==> config.mk <==
export PLATFORM = sky130hd
export DESIGN_NAME = port_media_and_clock_phase_ctrl
export DESIGN_NICKNAME = d
export VERILOG_FILES = /design/src/core/port_media_pkg.sv /design/src/core/rate_shaper.sv /design/src/core/port_media_and_clock_phase_ctrl.sv
export SDC_FILE = /design/constraint.sdc
export NUM_CORES = 1
export LEC_CHECK = 0
export BUFFER_PORTS_ARGS = -buffer_cell sky130_fd_sc_hd__clkbuf_2
export CORE_UTILIZATION = 43
export DETAILED_ROUTE_END_ITERATION = 8
export SLEW_MARGIN = 10
export SYNTH_ARGS = -nofsm -noshare
export SYNTH_HDL_FRONTEND = slang
export SYNTH_SLANG_ARGS = --single-unit
==> constraint.sdc <==
create_clock -name clk -period 14.3 [get_ports clk]
set_input_delay 1.43 -clock clk [delete_from_list [all_inputs] [get_ports clk]]
set_output_delay 1.43 -clock clk [all_outputs]
set_load 0.01 [all_outputs]
==> src/core/port_media_pkg.sv <==
// shared constants, types and helpers for the port media and clock phase block
package port_media_pkg;

   // bus geometry
   localparam int ADDR_W = 12;
   localparam int DATA_W = 32;

   // printed register indices; the byte address is four times the index
   localparam logic [7:0] IDX_RSVD_CTRL_A = 8'hCF;
   localparam logic [7:0] IDX_TEST_B = 8'hDF;
   localparam logic [7:0] IDX_MEDIA = 8'hEF;
   localparam logic [7:0] IDX_TEST_C = 8'hFF;
   localparam logic [ADDR_W-1:0] ADDR_RSVD_CTRL_A = {2'b00, IDX_RSVD_CTRL_A, 2'b00};
   localparam logic [ADDR_W-1:0] ADDR_TEST_B = {2'b00, IDX_TEST_B, 2'b00};
   localparam logic [ADDR_W-1:0] ADDR_MEDIA = {2'b00, IDX_MEDIA, 2'b00};
   localparam logic [ADDR_W-1:0] ADDR_TEST_C = {2'b00, IDX_TEST_C, 2'b00};

   // shaper control registers
   localparam logic [ADDR_W-1:0] ADDR_QUEUE_MODE = 12'h400;
   localparam logic [ADDR_W-1:0] ADDR_SHAPER_STATUS = 12'h404;
   localparam logic [ADDR_W-1:0] ADDR_RATE_Q0 = 12'h410;
   localparam logic [ADDR_W-1:0] ADDR_RATE_Q1 = 12'h414;
   localparam logic [ADDR_W-1:0] ADDR_RATE_Q2 = 12'h418;
   localparam logic [ADDR_W-1:0] ADDR_RATE_Q3 = 12'h41C;
   localparam logic [ADDR_W-1:0] ADDR_RATIO_Q0 = 12'h420;
   localparam logic [ADDR_W-1:0] ADDR_RATIO_Q1 = 12'h424;
   localparam logic [ADDR_W-1:0] ADDR_RATIO_Q2 = 12'h428;

   // reset values and field positions
   localparam logic [7:0] RST_RSVD_CTRL_A = 8'h15;
   localparam logic [7:0] RST_TEST_B = 8'h0C;
   localparam logic [6:0] RST_MEDIA_LOW = 7'h32;
   localparam logic [6:0] RST_RATE = 7'h00;
   localparam logic [6:0] RST_RATIO = 7'h40;
   localparam int MEDIA_FIBER_BIT = 7;
   localparam int CLK_INV_BIT = 4;

   // bus responses
   localparam logic [1:0] RESP_OKAY = 2'b00;
   localparam logic [1:0] RESP_SLVERR = 2'b10;

   // rate code map
   localparam logic [6:0] RATE_NO_LIMIT_A = 7'h00;
   localparam logic [6:0] RATE_NO_LIMIT_B = 7'h64;
   localparam logic [6:0] RATE_MBPS_MAX = 7'h63;
   localparam logic [6:0] RATE_KBPS_MIN = 7'h65;
   localparam logic [6:0] RATE_KBPS_MAX = 7'h73;
   localparam logic [16:0] KBPS_STEP = 17'h00040;
   localparam logic [16:0] KBPS_PER_MBPS = 17'h003E8;

   // byte credit pacing: one byte per threshold / kbps cycles
   localparam int CLK_MHZ = 100;
   localparam int BITS_PER_BYTE = 8;
   localparam logic [20:0] BYTE_THRESH = 21'(CLK_MHZ * 1000 * BITS_PER_BYTE);

   // a lower queue spends this much ratio credit per byte
   localparam int RATIO_UNIT = 64;

   typedef enum logic [1:0] {QM_ONE, QM_TWO, QM_FOUR} qmode_t;

   // rate code to kbps; zero means unlimited
   function automatic logic [16:0] rate_kbps(input logic [6:0] code);
      logic [16:0] k;
      k = 17'h00000;
      if (code != RATE_NO_LIMIT_A && code <= RATE_MBPS_MAX) begin
         k = 17'(17'(code) * KBPS_PER_MBPS);
      end else if (code >= RATE_KBPS_MIN && code <= RATE_KBPS_MAX) begin
         k = 17'(17'(code - RATE_NO_LIMIT_B) * KBPS_STEP);
      end
      return k;
   endfunction

endpackage

==> src/core/rate_shaper.sv <==
// byte credit pacer for one rate code
`timescale 1ns/10ps
module rate_shaper (
   input wire logic clk,
   input wire logic resetn,
   input wire logic [6:0] rateCode,
   output logic creditPulse,
   output logic unlimited
);
   import port_media_pkg::*;

   typedef struct packed {
      logic [19:0] acc;
      logic pulse;
      logic unlim;
   } shaper_t;

   shaper_t s_r;
   shaper_t s_nxt;

   // fractional accumulator: exact long-run average for any code
   always_comb begin
      logic [16:0] kbps;
      logic [20:0] sum;
      kbps = rate_kbps(rateCode);
      sum = {1'b0, s_r.acc} + 21'(kbps);
      s_nxt = s_r;
      s_nxt.pulse = 1'b0;
      s_nxt.unlim = (kbps == 17'h00000);
      if (s_nxt.unlim) begin
         s_nxt.acc = 20'h00000;
         s_nxt.pulse = 1'b1;
      end else if (sum >= BYTE_THRESH) begin
         s_nxt.acc = 20'(sum - BYTE_THRESH);
         s_nxt.pulse = 1'b1;
      end else begin
         s_nxt.acc = sum[19:0];
      end
   end

   always_ff @(posedge clk or negedge resetn) begin
      if (!resetn) begin
         s_r <= '0;
      end else begin
         s_r <= s_nxt;
      end
   end

   assign creditPulse = s_r.pulse;
   assign unlimited = s_r.unlim;
endmodule

==> src/core/port_media_and_clock_phase_ctrl.sv <==
// register bank for port 3 media, rx clock phase and egress queue shaping
//
// Summary of operation
// - media bit 0 copper, 1 fiber port 3
// - bit 4 inverts rmii receive reference clock
// - without inversion option bit 4 reads zero
// - top queue paced exactly by its code
// - lower queues paced by weighted ratio
// - codes: 1-99 Mbps, 0/100 free, kbps steps
`timescale 1ns/10ps
module port_media_and_clock_phase_ctrl #(
   parameter bit HAS_CLK_INVERT = 1'b1,
   parameter int CREDIT_W = 9
) (
   input wire logic clk,
   input wire logic resetn,
   // axi4-lite slave
   input wire logic awvalid,
   output logic awready,
   input wire logic [port_media_pkg::ADDR_W-1:0] awaddr,
   input wire logic wvalid,
   output logic wready,
   input wire logic [port_media_pkg::DATA_W-1:0] wdata,
   input wire logic [3:0] wstrb,
   output logic bvalid,
   input wire logic bready,
   output logic [1:0] bresp,
   input wire logic arvalid,
   output logic arready,
   input wire logic [port_media_pkg::ADDR_W-1:0] araddr,
   output logic rvalid,
   input wire logic rready,
   output logic [port_media_pkg::DATA_W-1:0] rdata,
   output logic [1:0] rresp,
   // port 3 media and switch-side rmii clock
   output logic port3Fiber,
   input wire logic switchSideReducedMiiMode,
   output logic switchRxRefClockOut,
   // egress queues, one byte per grant
   input wire logic [3:0] queueByteReady,
   output logic [3:0] queueByteSend
);
   import port_media_pkg::*;

   localparam logic [CREDIT_W-1:0] CREDIT_MAX = '1;
   localparam logic [CREDIT_W-1:0] TOP_COST = CREDIT_W'(1);
   localparam logic [CREDIT_W-1:0] LOW_COST = CREDIT_W'(RATIO_UNIT);

   // refuse credit widths outside 8 to 16 bits
   if (CREDIT_W < 8 || CREDIT_W > 16) begin : g_check
      $error("CREDIT_W must be between 8 and 16");
   end

   typedef struct packed {
      // write channel capture
      logic awPend;
      logic [ADDR_W-1:0] awAddr;
      logic wPend;
      logic [7:0] wData;
      logic wLane0;
      logic awRdy;
      logic wRdy;
      logic bValid;
      logic [1:0] bResp;
      // read channel
      logic arRdy;
      logic rValid;
      logic [7:0] rData;
      logic [1:0] rResp;
      // control fields
      logic fiber;
      logic clkInv;
      qmode_t qmode;
      logic [3:0][6:0] rate;
      logic [2:0][6:0] ratio;
      // shaping and clock
      logic [3:0][CREDIT_W-1:0] credit;
      logic [3:0] send;
      logic refDiv;
      logic refOut;
   } ctrl_t;

   ctrl_t s_r;
   ctrl_t s_nxt;
   logic topPulse;
   logic topFree;
   logic [6:0] topCode;

   // top queue index for the programmed queue count
   function automatic logic [1:0] top_queue(input qmode_t m);
      logic [1:0] t;
      t = 2'd0;
      unique case (m)
         QM_ONE: t = 2'd0;
         QM_TWO: t = 2'd1;
         QM_FOUR: t = 2'd3;
      endcase
      return t;
   endfunction

   // add with saturation at the credit ceiling
   function automatic logic [CREDIT_W-1:0] sat_add(input logic [CREDIT_W-1:0] a,
                                                   input logic [CREDIT_W-1:0] b);
      logic [CREDIT_W:0] sum;
      sum = {1'b0, a} + {1'b0, b};
      return sum[CREDIT_W] ? CREDIT_MAX : sum[CREDIT_W-1:0];
   endfunction

   assign topCode = s_r.rate[top_queue(s_r.qmode)];

   // top queue pacing at the exact coded rate
   rate_shaper u_top_shaper (
      .clk(clk),
      .resetn(resetn),
      .rateCode(topCode),
      .creditPulse(topPulse),
      .unlimited(topFree)
   );

   always_comb begin
      logic [1:0] top;
      logic granted;
      logic doWrite;
      logic [ADDR_W-1:0] wa;
      logic [CREDIT_W-1:0] cost;
      top = top_queue(s_r.qmode);
      granted = 1'b0;
      doWrite = 1'b0;
      wa = '0;
      cost = '0;
      s_nxt = s_r;

      // response handshakes complete first so a slot frees at once
      if (s_r.bValid && bready) begin
         s_nxt.bValid = 1'b0;
      end
      if (s_r.rValid && rready) begin
         s_nxt.rValid = 1'b0;
      end

      // address and data may arrive in either order
      if (awvalid && s_r.awRdy) begin
         s_nxt.awPend = 1'b1;
         s_nxt.awAddr = awaddr;
      end
      if (wvalid && s_r.wRdy) begin
         s_nxt.wPend = 1'b1;
         s_nxt.wData = wdata[7:0];
         s_nxt.wLane0 = wstrb[0];
      end

      // commit once both halves are held and no response waits
      if (s_nxt.awPend && s_nxt.wPend && !s_r.bValid) begin
         doWrite = 1'b1;
         wa = s_nxt.awAddr;
         s_nxt.awPend = 1'b0;
         s_nxt.wPend = 1'b0;
         s_nxt.bValid = 1'b1;
         s_nxt.bResp = RESP_OKAY;
      end

      // register writes; read-only fields keep their value
      if (doWrite) begin
         unique case (wa)
            ADDR_RSVD_CTRL_A, ADDR_TEST_B, ADDR_SHAPER_STATUS: begin
               // read-only content, write accepted and dropped
            end
            ADDR_MEDIA: begin
               if (s_nxt.wLane0) begin
                  s_nxt.fiber = s_nxt.wData[MEDIA_FIBER_BIT];
               end
            end
            ADDR_TEST_C: begin
               if (s_nxt.wLane0 && HAS_CLK_INVERT) begin
                  s_nxt.clkInv = s_nxt.wData[CLK_INV_BIT];
               end
            end
            ADDR_QUEUE_MODE: begin
               // code 3 is not a queue count, so it is ignored
               if (s_nxt.wLane0 && s_nxt.wData[1:0] != 2'b11) begin
                  s_nxt.qmode = qmode_t'(s_nxt.wData[1:0]);
               end
            end
            ADDR_RATE_Q0, ADDR_RATE_Q1, ADDR_RATE_Q2, ADDR_RATE_Q3: begin
               if (s_nxt.wLane0) begin
                  s_nxt.rate[wa[3:2]] = s_nxt.wData[6:0];
               end
            end
            ADDR_RATIO_Q0, ADDR_RATIO_Q1, ADDR_RATIO_Q2: begin
               if (s_nxt.wLane0) begin
                  s_nxt.ratio[wa[3:2]] = s_nxt.wData[6:0];
               end
            end
            default: begin
               s_nxt.bResp = RESP_SLVERR;
            end
         endcase
      end

      // read decode, answered one edge after the address is taken
      if (arvalid && s_r.arRdy) begin
         s_nxt.rValid = 1'b1;
         s_nxt.rResp = RESP_OKAY;
         s_nxt.rData = 8'h00;
         unique case (araddr)
            ADDR_RSVD_CTRL_A: s_nxt.rData = RST_RSVD_CTRL_A;
            ADDR_TEST_B: s_nxt.rData = RST_TEST_B;
            ADDR_MEDIA: s_nxt.rData = {s_r.fiber, RST_MEDIA_LOW};
            // low nibble and top bits reserved, read as zero
            ADDR_TEST_C: s_nxt.rData = 8'(s_r.clkInv) << CLK_INV_BIT;
            ADDR_QUEUE_MODE: s_nxt.rData = {6'h00, s_r.qmode};
            ADDR_SHAPER_STATUS: s_nxt.rData = {3'h0, topFree, s_r.send};
            ADDR_RATE_Q0, ADDR_RATE_Q1, ADDR_RATE_Q2, ADDR_RATE_Q3: begin
               s_nxt.rData = {1'b0, s_r.rate[araddr[3:2]]};
            end
            ADDR_RATIO_Q0, ADDR_RATIO_Q1, ADDR_RATIO_Q2: begin
               s_nxt.rData = {1'b0, s_r.ratio[araddr[3:2]]};
            end
            default: s_nxt.rResp = RESP_SLVERR;
         endcase
      end

      // one transfer of each kind at a time
      s_nxt.awRdy = !s_nxt.awPend && !s_nxt.bValid;
      s_nxt.wRdy = !s_nxt.wPend && !s_nxt.bValid;
      s_nxt.arRdy = !s_nxt.rValid;

      // credit: top earns one byte per pulse, queues above top hold none
      for (int q = 0; q < 4; q++) begin
         if (topPulse && !topFree && 2'(q) == top) begin
            s_nxt.credit[q] = sat_add(s_r.credit[q], TOP_COST);
         end
         if (2'(q) > top) begin
            s_nxt.credit[q] = '0;
         end
      end
      // lower queues earn their ratio; queue 3 is never below the top
      for (int q = 0; q < 3; q++) begin
         if (topPulse && !topFree && 2'(q) < top) begin
            s_nxt.credit[q] = sat_add(s_r.credit[q], CREDIT_W'(s_r.ratio[q]));
         end
      end

      // strict priority among queues that hold enough credit
      s_nxt.send = 4'h0;
      for (int q = 3; q >= 0; q--) begin
         cost = (2'(q) == top) ? TOP_COST : LOW_COST;
         if (!granted && 2'(q) <= top && queueByteReady[q]) begin
            if (topFree) begin
               // unlimited code lets every active queue run freely
               granted = 1'b1;
               s_nxt.send[q] = 1'b1;
            end else if (s_nxt.credit[q] >= cost) begin
               granted = 1'b1;
               s_nxt.send[q] = 1'b1;
               s_nxt.credit[q] = s_nxt.credit[q] - cost;
            end
         end
      end

      // half-rate reference clock, driven only in rmii mode and held low otherwise
      s_nxt.refDiv = !s_r.refDiv;
      s_nxt.refOut = switchSideReducedMiiMode &&
                     (s_nxt.refDiv ^ s_r.clkInv);
   end

   // single state register for the block; the top queue shaper keeps its own
   always_ff @(posedge clk or negedge resetn) begin
      if (!resetn) begin
         s_r <= '0;
         s_r.awRdy <= 1'b1;
         s_r.wRdy <= 1'b1;
         s_r.arRdy <= 1'b1;
         s_r.qmode <= QM_FOUR;
         s_r.rate <= {4{RST_RATE}};
         s_r.ratio <= {3{RST_RATIO}};
      end else begin
         s_r <= s_nxt;
      end
   end

   // every output is a flop bit; upper read data lanes are always zero
   assign awready = s_r.awRdy;
   assign wready = s_r.wRdy;
   assign bvalid = s_r.bValid;
   assign bresp = s_r.bResp;
   assign arready = s_r.arRdy;
   assign rvalid = s_r.rValid;
   assign rdata = {24'h000000, s_r.rData};
   assign rresp = s_r.rResp;
   assign port3Fiber = s_r.fiber;
   assign switchRxRefClockOut = s_r.refOut;
   assign queueByteSend = s_r.send;
endmodule

* Word-level counts from Yosys, hierarchy flattened
Index checks and enable logic that the tools add are counted.
Storage, ports and cells: register bits after elaboration 157, input bits 72, output and inout bits 47, word-level logic and storage cells 240
Cells by class: add/sub/neg operators 14, $mul 1, magnitude comparators 23, equality and inequality tests 32, multiplexer cells 82, bitwise logic cells 1, reduce and logical (&&, ||, !) cells 54
Operator list (count):
- 9-bit two-way mux | 30
- 12-bit by 11-bit equality test with 1-bit output (second input constant) | 18
- 12-bit by 10-bit equality test with 1-bit output (second input constant) | 8
- 8-bit case mux with 8 select lines | 1
- 7-bit two-way mux | 8
- 7-bit binary-select mux with 2-bit select | 3
- 9-bit by 1-bit adder with 10-bit output (second input constant) | 4
- 9-bit by 7-bit >= comparator with 1-bit output | 4
- 9-bit by 7-bit subtractor with 9-bit output | 4
- 17-bit two-way mux | 2
- 9-bit by 7-bit adder with 10-bit output | 3
- 1-bit logical AND | 29
- 28-bit bitwise mux | 1
- 13-bit OR reduction | 2
- 1-bit two-way mux | 24
- 20-bit by 17-bit adder with 21-bit output | 1
- 21-bit bitwise mux | 1
- 21-bit by 20-bit >= comparator with 1-bit output (second input constant) | 1
- 21-bit two-way mux | 1
- 20-bit two-way mux | 1
- 20-bit subtractor (second input constant) | 1
- 17-bit logical NOT | 1
- 3-bit AND reduction | 5
- 7-bit demux with 2-bit select | 1
- 30 further kinds | 53

* Depth between registers and ports, before layout
depth after elaboration 22, depth in mapped cells 33, mapped depth without buffers 27

* By module
Synthesis repeated with hierarchy kept, for this count alone.
Unflattened totals: cells, all modules 1402, area, all modules 12643.4 um^2
Modules (own cells, without submodules):
- port_media_and_clock_phase_ctrl | instances 1, cells each 992, area an instance 9147.5 um^2, sequential area each 3362.0 um^2
- rate_shaper | instances 1, cells each 410, area an instance 3495.9 um^2, sequential area each 475.5 um^2

* Worst setup path after synthesis
OpenSTA, ideal clock, no wires.
kind register to register, start point reg s_r[92] (netlist bit), end point reg u_top_shaper.s_r[11] (netlist bit), library setup time 118 ps, arrival 7612 ps, required time 14182 ps, setup slack 6569 ps, cell stages (with the launch flop) 32, path buffers 6, clock period less this slack 7731 ps, cells stage by stage dfstp_2 > ha_1 > buf_6 > clkbuf_1 > clkbuf_1 > mux4_2 > inv_1 > ha_1 > ha_1 > inv_1 > fa_1 > fa_1 > inv_1 > ha_1 > ha_1 > o211ai_1 > nand3_1 > and3_1 > nor3_1 > ha_1 > clkbuf_1 > a21oi_1 > o21ai_0 > a2111oi_0 > nor2_1 > xor2_1 > nand3b_1 > o31ai_1 > clkbuf_1 > buf_2 > mux2i_1 > nor2_1
RTL lines:
- start, declared | line port_media_and_clock_phase_ctrl.sv:83 | ctrl_t s_r;
- start signal, assigned | line port_media_and_clock_phase_ctrl.sv:278 | s_r <= s_nxt;
- end signal, assigned | line rate_shaper.sv:45 | s_r <= s_nxt;
- end, declared | line rate_shaper.sv:18 | shaper_t s_r;

==> impl_metrics.yaml <==
detailed_routing:
  first_iter_violations: 760
  drc: 0
  firstDrtPassIters: 5
  topRoutingLayerUsed: "met4"
  wl_um: 30620
  num_vias: 10080
  detail-route-antenna-nets: 0
  wl_met1_um: 14070
  dr_wl_met2_um: 14810
  wl_per_cell_um: 16.93
  wl_met3_um: 1047
  avgViaCountPerCell: 5.570
cts:
  cts_inserted_buffers: 17
  cts_tree: "yes"
  hold_buffers: 0
  path_clk_slew_ns: 0.08
  cts-resized-gates: 0
  cts_buffer_depth: 2
  cts.sinks: 153
  cts.root.buffer_cell: "clkbuf_16"
  h-tree-depth: 4
  postCtsSetupBuffers: 0
  clock_latency_ns: 0.44
global_routing:
  antenna_found_initial: 0
  track_usage_pct: 21.94
  grt_overflow: 0
  grt_pass1_vias: 9676
  grt_max_degree: 94
  grt_first_pass_wirelength_um: 50410
logic_synthesis:
  yosysSeqAreaShare_pct: 31.12
  synth_cells: 1384
  avgSynthCellArea_um2: 8.909
  netlist_area_mm2: 0.01233
  synthFlopType: "dfrtp_1"
  synth-async-reset-ratio_pct: 100.0
  synth-seq-cells: 153
  synth_edf_count: 0
  synth_cell_types: 83
  yosys_warnings: 0
setup_path:
  max_stage_delay_ns: 0.75
  critPathRequiredTime_ns: 14.67
  worstSetupPathType: "register to register"
  cp.buffers_inverters: 5
  setup.worst_path.end: "u_top_shaper.s_r[17]$_DFF_PN0_"
  reg2reg_from: "s_r[91]$_DFFE_PN0P_"
  setup.worst_path.start: "s_r[91]$_DFFE_PN0P_"
  endpoint_kind: "register"
  crit_slowest_cell: "mux4_2"
  crit_family: "adder cells"
  cp.depth: 28
  reg2reg_slack_ns: 5.99
  cp-start-kind: "register"
  cp.arrival_ns: 8.68
  r2r_end: "u_top_shaper.s_r[17]$_DFF_PN0_"
  reg2regPathDepth: 28
  worst-path-max-fanout: 21
timing:
  tightestPinTransition_ns: 1.163
  max_freq_mhz: 120.4
  finalMaxSlewViolations: 0
  finalCritPeriodShare_pct: 58.10
  clock_skew_ns: 0.01917
  tns_ns: 0
  setup_viol: 0
  slew-limit-headroom_pct: 21.89
  rsz0062_at_grt: "false"
  hold_viol_final: 0
  fin_crit_ns: 8.309
hold_path:
  hold_class: "register to register"
  hp-start: "s_r[134]$_DFF_PN0_"
finish:
  drive_above_1_share_pct: 11.19
  area_delta_synth_final_pct: 8.929
  final.fill_count: 2695
  final_nets: 1604
  final_cells: 1809
  utilization_pct: 47.95
place:
  dp_hpwl_um: 23480
  gp_congestion: 0.8668
  io_buffers: 66
  dp.cells: 1776
floorplan:
  initial_core_util_pct: 44.02
  die_y_um: 171.3
  dieArea_mm2: 0.02936
  coreArea_mm2: 0.02801
  row_count: 61
  design.portCount: 119
  die_w_um: 171.3
power:
  p_per_area_mw_per_mm2: 86.34
  p_leak_nw: 6.165
  ir_worst_vdd_uv: 87.13
outcome:
  status: "completed"
flow_run:
  drv_cap: 0
-- synthesized netlist by cell type, types with 9 or more instances --
library cell	number	share of area (%)
a221oi_1	9	0.64
o211ai_1	12	0.73
o31ai_1	11	0.67
nand2b_1	13	0.66
inv_1	88	2.7
mux2_2	13	1.2
nor4_1	12	0.61
a31oi_1	18	0.91
o21ai_0	61	2.5
a211oi_1	10	0.61
xor2_1	31	2.2
nor2b_1	17	0.86
buf_4	40	2.4
nand4_1	16	0.81
fa_1	19	3.1
nand3_1	41	1.7
mux4_2	13	2.4
dfrtp_1	146	30
a21o_1	15	0.91
mux2i_1	39	3.2
ha_1	96	9.7
nand2_1	85	2.6
and3_1	13	0.66
nor2_1	152	4.6
and2_1	19	0.96
clkbuf_1	31	0.94
nand3b_1	10	0.61
o21a_1	12	0.73
a21oi_1	112	4.5
or3_1	18	0.91
xnor2_1	41	2.9
nor3_1	29	1.2
-- worst min path at each step --
| stage | end | slack (ns) | cells past startpoint |
|---|---|---|---|
| finish | awready$_DFF_PN1_ | 0.43 | 1 |
| global route | awready$_DFF_PN1_ | 0.44 | 1 |
| CTS | awready$_DFF_PN1_ | 0.43 | 1 |
| detailed placement | awready$_DFF_PN1_ | 0.40 | 1 |
| global placement | awready$_DFF_PN1_ | 0.41 | 1 |
| floorplan | awready$_DFF_PN1_ | 0.38 | 1 |
-- logic make-up after synthesis --
family	after synthesis	share of synthesized area, %
multiplexers	67	7.154
AND/OR/NAND/NOR	474	19.49
XOR/XNOR	72	5.114
flip-flops	153	31.12
buffers and inverters	171	6.656
adder cells (fa/ha/maj)	115	12.83
AO/OA/AOI/OAI	331	17.61
other	1	0.03041
-- worst reg2reg max path: cells and delay by family (launching register included) --
family	cells	cell delay, ns
DFF	1	0.40
xor gates and xnor gates	2	0.52
adders and majority gates	7	2.96
muxes	2	1.12
AOI/OAI and AO/OA	8	1.65
buffers and inverters	5	0.53
and+or+nand+nor	4	1.05
-- cell usage in the layout, fill, tap and decap left out, types with 41 or more instances in the layout --
master and count:
o21ai_0 61, nor2_1 152, ha_1 96, a21oi_1 112, dfrtp_1 146, inv_1 88, nand2_1 85, clkbuf_2 65
nand3_1 41, xnor2_1 41
-- flip-flops by register name, indices dropped and copies added (netlist names), 2 cells and up --
signal,cells
bresp,2
queueByteSend,4
rdata,8
s_r,112
u_top_shaper.s_r,17
-- final cells by class --
class	instances	area, um^2	area share [%]
Clock buffer	17	425.4	3.167
Multi-Input combinational cell	1084	7774	57.88
Inverter	88	330.3	2.459
Antenna cell	1	2.502	0.01863
Timing Repair Buffer	73	389.1	2.897
Clock inverter	15	200.2	1.490
Tap cell	378	473.0	3.521
Sequential cell	153	3837	28.57
-- metrics by stage --
| stage | cell area (um^2) | worst slack [ns] | power (W) | hold slack, ns |
|---|---|---|---|---|
| floorplan | 12420 | 6.569 | 0.0006432 | 0.3782 |
| global placement | 12800 | 6.089 | 0.0007021 | 0.4064 |
| detailed placement | 12800 | 6.018 | 0.0007053 | 0.4009 |
| CTS | 13430 | 6.001 | 0.001175 | 0.4281 |
| global route | 13430 | 5.339 | 0.001217 | 0.4446 |
| finish | 13430 | 5.991 | 0.001160 | 0.4257 |
-- report_power, final --
part | internal, W | leakage [nW] | total [W] | switching [W]
sequential | 0.000480 | 2.00 | 0.000502 | 0.0000222
clock | 0.000239 | 0.298 | 0.000466 | 0.000226
combinational | 0.0000642 | 3.87 | 0.000192 | 0.000128
total | 0.000784 | 6.16 | 0.00116 | 0.000376
-- metal layers --
metal  vias to the layer above  track usage [%]
li1                       5019                -
met1                      4791            28.93
met2                       226            36.89
met3                        40            2.968
met4                         0            7.531
met5                         -                0
No activity file was read; power rests on OpenSTA's default activity.
